--- src/logic/slc_pkg.sv ---
// Package: constants and types of the source lock controller
package slc_pkg;
	// ****************************************
	// Timing
	// ****************************************
	localparam int CLK_HZ  = 20_000_000;
	localparam int TB_HZ   = 10_000_000; // Time base
	localparam int REF_HZ  = 50_000;     // Comparison rate
	localparam int REF_DIV = (CLK_HZ / TB_HZ) * (TB_HZ / REF_HZ);
	localparam int REF_HALF = REF_DIV / 2;
	localparam int SWEEP_CYC  = 16;  // Cycles per filter step
	localparam int SETTLE_CYC = 64;  // Loop settling per gain step
	// ****************************************
	// Frequency units are 100 kHz
	// ****************************************
	localparam logic [17:0] HARM_STEP  = 18'h007D0; // 200 MHz, 0.2 GHz
	localparam logic [17:0] HARM_HALF  = 18'h003E8;
	localparam logic [17:0] B2_STEP    = 18'h00004; // 400 kHz
	localparam logic [17:0] IF_MIN     = 18'h000FA; // 25 MHz
	localparam logic [17:0] IF_MAX     = 18'h00ABE; // 275 MHz
	localparam logic [17:0] IF_TOP     = 18'h00BB8; // 300 MHz
	localparam logic [6:0]  HARM_FIRST = 7'h05;
	localparam logic [6:0]  HARM_LAST  = 7'h5A;
	localparam logic [2:0]  GAIN_MAX   = 3'h7;
	// ****************************************
	// Register map and fields
	// ****************************************
	localparam logic [3:0] A_CTRL = 4'h0;
	localparam logic [3:0] A_TGT  = 4'h1;
	localparam logic [3:0] A_STAT = 4'h2;
	localparam logic [3:0] A_HARM = 4'h3;
	localparam logic [3:0] A_DIV  = 4'h4;
	localparam logic [3:0] A_IRQ  = 4'h5;
	localparam logic [3:0] A_MASK = 4'h6;
	localparam logic [3:0] A_MEAS = 4'h7;
	localparam int C_PRESET = 0;
	localparam int C_LOCK   = 1;
	localparam int C_ACQ    = 2;
	localparam int C_BAND   = 4;
	localparam int I_FOUND  = 0;
	localparam int I_LOCKED = 1;
	localparam int I_FAIL   = 2;
	localparam int I_REJECT = 3;
	localparam logic [1:0] BAND1 = 2'h0;
	localparam logic [1:0] BAND2 = 2'h1;
	localparam logic [1:0] BAND3 = 2'h2;

	typedef enum logic [1:0] {S_SCAN, S_SWEEP, S_SETTLE, S_SAMPLE} slc_st_t;

	typedef struct packed {
		slc_st_t            st;
		logic [1:0]         band;
		logic [17:0]        target;
		logic [17:0]        lock_f;
		logic [6:0]         harm;
		logic               harm_ok;
		logic [6:0]         tune;
		logic               tune_stb;
		logic [15:0]        ratio;
		logic [15:0]        divc;
		logic               div_o;
		logic               sig_q;
		logic               cnt_o;
		logic [8:0]         refc;
		logic               ref_o;
		logic [8:0]         phc;
		logic signed [15:0] perr;
		logic [2:0]         gain;
		logic               pol;
		logic signed [15:0] cv;
		logic [7:0]         wait_c;
		logic               lock_led;
		logic               preset_led;
		logic [3:0]         irq_st;
		logic [3:0]         irq_mask;
		logic               irq;
		logic [31:0]        rdata;
		logic [17:0]        meas;
	} slc_state_t;
endpackage

--- src/logic/slc_ctrl.sv ---
// Module: source lock controller, divider, comparator, sweep and lock search
//
// Implementation choices: the address-and-strobe port and the register addresses.
`timescale 1ns/1ns
module slc_ctrl (
	// Clock and reset
	input  wire logic               clk,
	input  wire logic               rst,
	// Register port
	input  wire logic [3:0]         addr,
	input  wire logic [31:0]        wdata,
	input  wire logic               wr,
	input  wire logic               rd,
	output logic      [31:0]        rdata,
	// Signal paths
	input  wire logic               sig_in,
	output logic                    count_out,
	output logic                    div_out,
	output logic                    ref_out,
	output logic signed [15:0]      phase_err,
	output logic signed [15:0]      ctl_volt,
	// Converter and counter
	input  wire logic               det_ok,
	input  wire logic [17:0]        count_in,
	output logic [6:0]              tune_code,
	output logic                    tune_stb,
	output logic [6:0]              harm_num,
	output logic                    if_valid,
	output logic [17:0]             meas_freq,
	// Loop status
	input  wire logic               loop_lock,
	input  wire logic               loop_bw,
	// Indicators
	output logic                    lock_led,
	output logic                    preset_led,
	output logic [1:0]              band_sel,
	output logic                    scan_active,
	output logic                    irq
);
	slc_pkg::slc_state_t s;
	slc_pkg::slc_state_t n;
	logic [17:0] ifr;
	logic [17:0] ref_f;
	logic        lock_ok;
	logic        wr_ctrl;
	logic [3:0]  ev;

	// ****************************************
	// Lock feasibility
	// ****************************************
	// Expected IF per band; band II sees the prescaled input
	always_comb begin
		ref_f = 18'(s.harm * slc_pkg::HARM_STEP);
		ifr = 18'h00000;
		lock_ok = 1'b0;
		case (s.band)
		slc_pkg::BAND1: begin
			ifr = s.target;
			lock_ok = ifr != 18'h00000 && ifr <= slc_pkg::IF_TOP;
		end
		slc_pkg::BAND2: begin
			ifr = (s.target + 18'h00002) / slc_pkg::B2_STEP;
			lock_ok = ifr != 18'h00000 && ifr <= slc_pkg::IF_TOP;
		end
		slc_pkg::BAND3: begin
			ifr = s.target - ref_f;
			lock_ok = s.harm_ok && s.target >= ref_f
				&& ifr >= slc_pkg::IF_MIN && ifr <= slc_pkg::IF_MAX;
		end
		default: begin
			ifr = 18'h00000;
			lock_ok = 1'b0;
		end
		endcase
	end

	assign wr_ctrl = wr && addr == slc_pkg::A_CTRL;

	// ****************************************
	// Next state
	// ****************************************
	always_comb begin
		n = s;
		ev = 4'h0;
		n.tune_stb = 1'b0;
		// Both paths see the same sample of the input
		n.sig_q = sig_in;
		n.cnt_o = sig_in;
		// Divider toggles every ratio/2 input edges for a 50 kHz square
		if (sig_in && !s.sig_q) begin
			if (s.divc >= (s.ratio >> 1) - 16'h0001) begin
				n.divc = 16'h0000;
				n.div_o = !s.div_o;
			end else begin
				n.divc = s.divc + 16'h0001;
			end
		end
		// Reference divided from the time base
		if (s.refc == 9'(slc_pkg::REF_HALF - 1)) begin
			n.refc = 9'h000;
			n.ref_o = !s.ref_o;
		end else begin
			n.refc = s.refc + 9'h001;
		end
		// Phase counted from reference rise, latched on divider rise
		n.phc = (!s.ref_o && n.ref_o) ? 9'h000 : s.phc + 9'h001;
		if (!s.div_o && n.div_o) begin
			n.perr = 16'(s.phc) - 16'(slc_pkg::REF_HALF);
		end
		// Correction only while the loop is closed or searching
		if (s.lock_led || s.st == slc_pkg::S_SETTLE || s.st == slc_pkg::S_SAMPLE) begin
			n.cv = 16'(s.pol ? -(s.perr * $signed({1'b0, s.gain}))
				: s.perr * $signed({1'b0, s.gain}));
		end else begin
			n.cv = 16'sh0000;
		end
		// In band III the measured value adds the known harmonic back
		n.meas = (s.band == slc_pkg::BAND3) ? ref_f + count_in : count_in;
		case (s.st)
		slc_pkg::S_SCAN: begin
			if (wr_ctrl && wdata[slc_pkg::C_PRESET]) begin
				n.tune = 7'((s.target + slc_pkg::HARM_HALF) / slc_pkg::HARM_STEP);
				n.tune_stb = 1'b1;
				n.preset_led = 1'b1;
			end else if (wr_ctrl && wdata[slc_pkg::C_LOCK]) begin
				if (lock_ok) begin
					n.lock_f = (s.band == slc_pkg::BAND2)
						? ifr * slc_pkg::B2_STEP : s.target;
					n.ratio = 16'(ifr << 1);
					n.divc = 16'h0000;
					n.gain = 3'h1;
					n.pol = 1'b0;
					n.wait_c = 8'h00;
					n.lock_led = 1'b0;
					n.st = slc_pkg::S_SETTLE;
				end else begin
					ev[slc_pkg::I_REJECT] = 1'b1;
				end
			end else if (wr_ctrl && wdata[slc_pkg::C_ACQ]) begin
				n.harm = slc_pkg::HARM_FIRST;
				n.harm_ok = 1'b0;
				n.wait_c = 8'h00;
				n.lock_led = 1'b0;
				n.preset_led = 1'b0;
				n.st = slc_pkg::S_SWEEP;
			end
		end
		slc_pkg::S_SWEEP: begin
			if (det_ok) begin
				// Hold the filter on this harmonic
				n.harm_ok = 1'b1;
				ev[slc_pkg::I_FOUND] = 1'b1;
				n.st = slc_pkg::S_SCAN;
			end else if (s.wait_c == 8'(slc_pkg::SWEEP_CYC - 1)) begin
				n.wait_c = 8'h00;
				n.harm = (s.harm == slc_pkg::HARM_LAST)
					? slc_pkg::HARM_FIRST : s.harm + 7'h01;
				n.tune = n.harm;
				n.tune_stb = 1'b1;
			end else begin
				n.wait_c = s.wait_c + 8'h01;
			end
		end
		slc_pkg::S_SETTLE: begin
			n.wait_c = s.wait_c + 8'h01;
			if (s.wait_c == 8'(slc_pkg::SETTLE_CYC - 1)) begin
				n.st = slc_pkg::S_SAMPLE;
			end
		end
		slc_pkg::S_SAMPLE: begin
			n.wait_c = 8'h00;
			if (loop_lock && loop_bw) begin
				n.lock_led = 1'b1;
				ev[slc_pkg::I_LOCKED] = 1'b1;
				n.st = slc_pkg::S_SCAN;
			end else if (s.gain != slc_pkg::GAIN_MAX) begin
				n.gain = s.gain + 3'h1;
				n.st = slc_pkg::S_SETTLE;
			end else if (!s.pol) begin
				n.pol = 1'b1;
				n.gain = 3'h1;
				n.st = slc_pkg::S_SETTLE;
			end else begin
				n.cv = 16'sh0000;
				n.gain = 3'h0;
				ev[slc_pkg::I_FAIL] = 1'b1;
				n.st = slc_pkg::S_SCAN;
			end
		end
		default: n.st = slc_pkg::S_SCAN;
		endcase
		// Register writes; commands above are pulses, not stored
		if (wr) begin
			case (addr)
			slc_pkg::A_CTRL: if (s.st == slc_pkg::S_SCAN) begin
				n.band = wdata[slc_pkg::C_BAND +: 2];
			end
			slc_pkg::A_TGT:  n.target = wdata[17:0];
			slc_pkg::A_MASK: n.irq_mask = wdata[3:0];
			default: n.band = n.band;
			endcase
		end
		// Write-one clears, but a new event in the same cycle wins
		n.irq_st = (s.irq_st & ~((wr && addr == slc_pkg::A_IRQ) ? wdata[3:0] : 4'h0)) | ev;
		n.irq = |(n.irq_st & n.irq_mask);
		// Read data valid in the cycle after the strobe only
		n.rdata = 32'h00000000;
		if (rd) begin
			case (addr)
			slc_pkg::A_CTRL: n.rdata = {26'h0, s.band, 4'h0};
			slc_pkg::A_TGT:  n.rdata = {14'h0, s.target};
			slc_pkg::A_STAT: n.rdata = {24'h0, s.gain, s.pol, s.st, s.harm_ok, s.lock_led};
			slc_pkg::A_HARM: n.rdata = {25'h0, s.harm};
			slc_pkg::A_DIV:  n.rdata = {16'h0, s.ratio};
			slc_pkg::A_IRQ:  n.rdata = {28'h0, s.irq_st};
			slc_pkg::A_MASK: n.rdata = {28'h0, s.irq_mask};
			slc_pkg::A_MEAS: n.rdata = {14'h0, s.meas};
			default:         n.rdata = 32'h00000000;
			endcase
		end
	end

	// ****************************************
	// State register
	// ****************************************
	always_ff @(posedge clk) begin
		if (rst) begin
			s <= '0;
		end else begin
			s <= n;
		end
	end

	// Outputs straight from the state register
	assign rdata       = s.rdata;
	assign count_out   = s.cnt_o;
	assign div_out     = s.div_o;
	assign ref_out     = s.ref_o;
	assign phase_err   = s.perr;
	assign ctl_volt    = s.cv;
	assign tune_code   = s.tune;
	assign tune_stb    = s.tune_stb;
	assign harm_num    = s.harm;
	assign if_valid    = s.harm_ok;
	assign meas_freq   = s.meas;
	assign lock_led    = s.lock_led;
	assign preset_led  = s.preset_led;
	assign band_sel    = s.band;
	assign scan_active = s.st == slc_pkg::S_SCAN;
	assign irq         = s.irq;
endmodule // slc_ctrl

--- config.mk ---
export PLATFORM = sky130hd
export DESIGN_NAME = slc_ctrl
export DESIGN_NICKNAME = d
export VERILOG_FILES = /design/src/logic/slc_pkg.sv /design/src/logic/slc_ctrl.sv
export SDC_FILE = /design/constraint.sdc
export NUM_CORES = 1
export LEC_CHECK = 0
export BUFFER_PORTS_ARGS = -buffer_cell sky130_fd_sc_hd__clkbuf_2
export CORE_UTILIZATION = 61
export DETAILED_ROUTE_END_ITERATION = 6
export PLACE_DENSITY = 0.83
export SLEW_MARGIN = 15
export SYNTH_ARGS = -nofsm -noshare
export SYNTH_HDL_FRONTEND = slang
export SYNTH_SLANG_ARGS = --single-unit
--- constraint.sdc ---
create_clock -name clk -period 8.5 [get_ports clk]
set_input_delay 1.7 -clock clk [delete_from_list [all_inputs] [get_ports clk]]
set_output_delay 1.7 -clock clk [all_outputs]
set_load 0.01 [all_outputs]
==> results.py <==
metrics = {
    "run_status": {
        "status": "finished, final reports clean",
    },
    "sta": {
        "slew_violations": 0,
        "setup_slack_ps": 677,
        "grt_setup_unrepaired": "false",
        "fin_crit_sh_pct": 92.0,
        "fin_crit_ps": 7820,
        "worst_pin_slew_ps": 1130,
        "fin_setup_tns_ps": 0,
        "fin_skew_ps": 13.3,
        "max_freq_mhz": 128,
        "hold_violations": 0,
        "setup_viol": 0,
        "slew_headroom_pct": 24.1,
    },
    "floorplan": {
        "die_h_um": 160,
        "io_pins": 169,
        "dieWidth_um": 160,
        "die_area_um2": 25600,
        "fp-row-count": 57,
        "start_util_pct": 62.6,
        "fp.coreArea_um2": 24400,
    },
    "layout": {
        "diodes": 0,
        "regArea_um2": 3500,
        "fillerInstances": 2057,
        "drive_gt1_share_pct": 11.8,
        "area_delta_synth_final_pct": 5.22,
        "final_net_count": 2171,
        "multi_input_area_um2": 10200,
    },
    "cts": {
        "cts_root_buf": "clkbuf_16",
        "cts_hold_buf": 0,
        "cts-resized-gates": 0,
        "clock_latency_ps": 440,
        "htreeDepth": 4,
        "clock_sinks": 175,
        "clk_path_buf_depth": 2,
        "cts_inserted_buffers": 17,
        "cts_tree": "done",
        "post_cts_buffers": 0,
        "clk_pin_slew_ps": 80,
    },
    "drt": {
        "dr.pass1.iters": 7,
        "routed_wl_um": 37800,
        "route.vias.total": 13600,
        "wl_per_cell_um": 16.5,
        "drc": 0,
        "final_antenna_net_count": 0,
        "vias_per_cell": 5.96,
        "drt_iter0_drc": 1361,
    },
    "power_and_ir_drop": {
        "p_seq_share_pct": 44.0,
        "power_mw": 1.95,
        "combPwrFrac_pct": 12.7,
        "swShare_pct": 29.7,
        "ir_drop_mv": 0.145,
        "clkPwrFrac_pct": 43.3,
        "p_sw_uw": 580,
        "intPower_mw": 1.37,
        "cellPowerDensity_nw_per_um2": 121,
        "p_leak_nw": 7.07,
    },
    "logic_synthesis": {
        "yosys.cell_types.count": 104,
        "ys.flop_type": "dfxtp_1",
        "async_flop_share_pct": 0,
        "ys_ff_latch": 175,
        "synth_cells": 1957,
        "netlist_area_um2": 15300,
        "ys_warn_count": 0,
        "ys_seq_area_share_pct": 23.0,
        "synth_edf_count": 0,
        "syn_avg_cell_area_um2": 7.80,
    },
    "global_route": {
        "grt-ovfl-total": 0,
        "grt_pass1_wl_um": 62000,
        "grt_usage_pct": 29.2,
        "grt_use_met2_pct": 48.0,
        "grt_max_degree": 85,
        "use_met3_pct": 5.12,
        "first_global_vias": 12900,
        "met1_usage_pct": 37.7,
        "antenna_found_initial": 0,
        "top_usage_layer": "met2",
    },
    "placed_design": {
        "gp_congestion": 0.944,
        "hpwl_um": 28700,
        "io_buffers": 140,
        "pre_cts_ws_ps": 785,
    },
    "worst_setup_path": {
        "crit_type": "flip-flop to flip-flop",
        "reg2reg_from": "harm_num[2]",
        "startpoint": "harm_num[2]",
        "endpoint_kind": "flip-flop",
        "r2r-end": "s[63]",
        "required_ps": 8800,
        "crit_arrival_ps": 8130,
        "path_max_fanout": 12,
        "regToRegSetupSlack_ps": 680,
        "critPathLaunchType": "flip-flop",
        "r2r_cells": 27,
        "worstSetupEndpoint": "s[63]",
    },
    "run": {
        "maxCapViolCount": 0,
    },
    "worst_hold_path": {
        "hold_class": "flip-flop to flip-flop",
    },
}
==> sequential cells by signal, summed over array words and instances, names as in the netlist, 2 cells and up <==
name       cells
s             89
meas_freq     18
rdata         18
ctl_volt      16
phase_err     10
harm_num       7
tune_code      7
band_sel       2
==> logic make-up (layout without fill, tap and decap cells) <==
logic type / after synthesis / in the layout / synth area share, %
AND/OR/NAND/NOR: 687 / 687 / 21.8
flip-flops: 175 / 175 / 23.0
buffers and inverters: 321 / 317 / 10.5
multiplexers: 46 / 46 / 3.17
adder cells (fa/ha/maj): 157 / 157 / 14.3
XOR/XNOR: 154 / 154 / 8.89
AO/OA/AOI/OAI: 416 / 416 / 18.4
other: 1 / 14 / 0.0246
==> layer usage <==
metal	up-vias	share of wire, %
met4	0	3.4
met5	-	0
met1	6358	44
met3	93	7.0
li1	6635	-
met2	559	46
==> critical path, stage by stage, from the launching register on <==
cell	delay (ps)
dfxtp_1	750
fa_1	550
inv_1	90
fa_1	450
fa_1	510
inv_1	50
fa_1	450
ha_1	320
inv_1	60
o21bai_1	200
a21oi_1	100
o21bai_1	190
a21oi_1	110
o21bai_1	220
a21o_1	150
a21oi_1	70
xnor2_1	370
ha_1	220
o21ai_0	100
a2111oi_0	400
o211ai_1	150
a2111oi_0	360
a31oi_1	330
a211o_1	360
a21oi_1	660
o21ai_0	200
a22oi_1	220
nor2_1	60
==> power by group through the flow <==
stage / logic [mW] / registers (mW) / clock network (mW)
after floorplan: 0.201 / 0.866 / 0
after global placement: 0.234 / 0.875 / 0
after detailed placement: 0.242 / 0.876 / 0
after CTS: 0.244 / 0.857 / 0.851
after global routing: 0.273 / 0.859 / 0.882
final: 0.248 / 0.857 / 0.843
==> synthesized netlist by cell type, types with 30 or more instances <==
library cell / instances / area, um2
inv_1: 135 / 507
fa_1: 30 / 601
xor2_1: 70 / 613
xnor2_1: 83 / 727
ha_1: 126 / 1580
nor2_1: 225 / 845
dfxtp_1: 175 / 3500
buf_4: 99 / 743
a21oi_1: 131 / 656
mux2i_1: 39 / 390
nand2_1: 174 / 653
o21ai_0: 56 / 280
nand3_1: 48 / 240
and2_1: 32 / 200
nor3_1: 37 / 185
clkbuf_1: 68 / 255
==> layout by cell type, fill, tap and decap left out, types with 30 or more instances in the layout <==
cell type,count
nor2_1,225
dfxtp_1,175
nand2_1,174
clkbuf_2,139
inv_1,135
a21oi_1,131
ha_1,126
xnor2_1,83
xor2_1,70
o21ai_0,56
nand3_1,48
mux2i_1,39
nor3_1,36
and2_1,32
fa_1,30
==> per-stage QoR <==
stage,instances,util (%),hold slack [ps],cell area (um2)
2_1_floorplan,1970,-,413,15300
3_3_place_gp,2258,63.1,424,15400
3_5_place_dp,2258,63.1,433,15400
4_1_cts,2290,65.8,451,16100
5_1_grt,2290,65.8,484,16100
6_report,2290,65.8,450,16100
==> area by class of cell <==
type                    instances  share of cell area, %
multi-input cells            1474                   63.6
flip-flops and latches        175                   21.8
repair buffers                150                   4.85
inverters                     135                   3.16
clock buffers                  17                   2.65
well taps                     324                   2.53
clock inverters                15                   1.40
==> worst min-delay path by stage <==
stage | from | endpoint | slack, ps | cells after the start
after floorplan | s[115] | s[115] | 410 | 1
after global placement | s[115] | s[115] | 420 | 1
after detailed placement | s[115] | s[115] | 430 | 1
after CTS | s[115] | s[115] | 450 | 1
after global routing | s[115] | s[115] | 480 | 1
final | s[115] | s[115] | 450 | 1
Note: power is estimated with default switching activity, not from simulation.
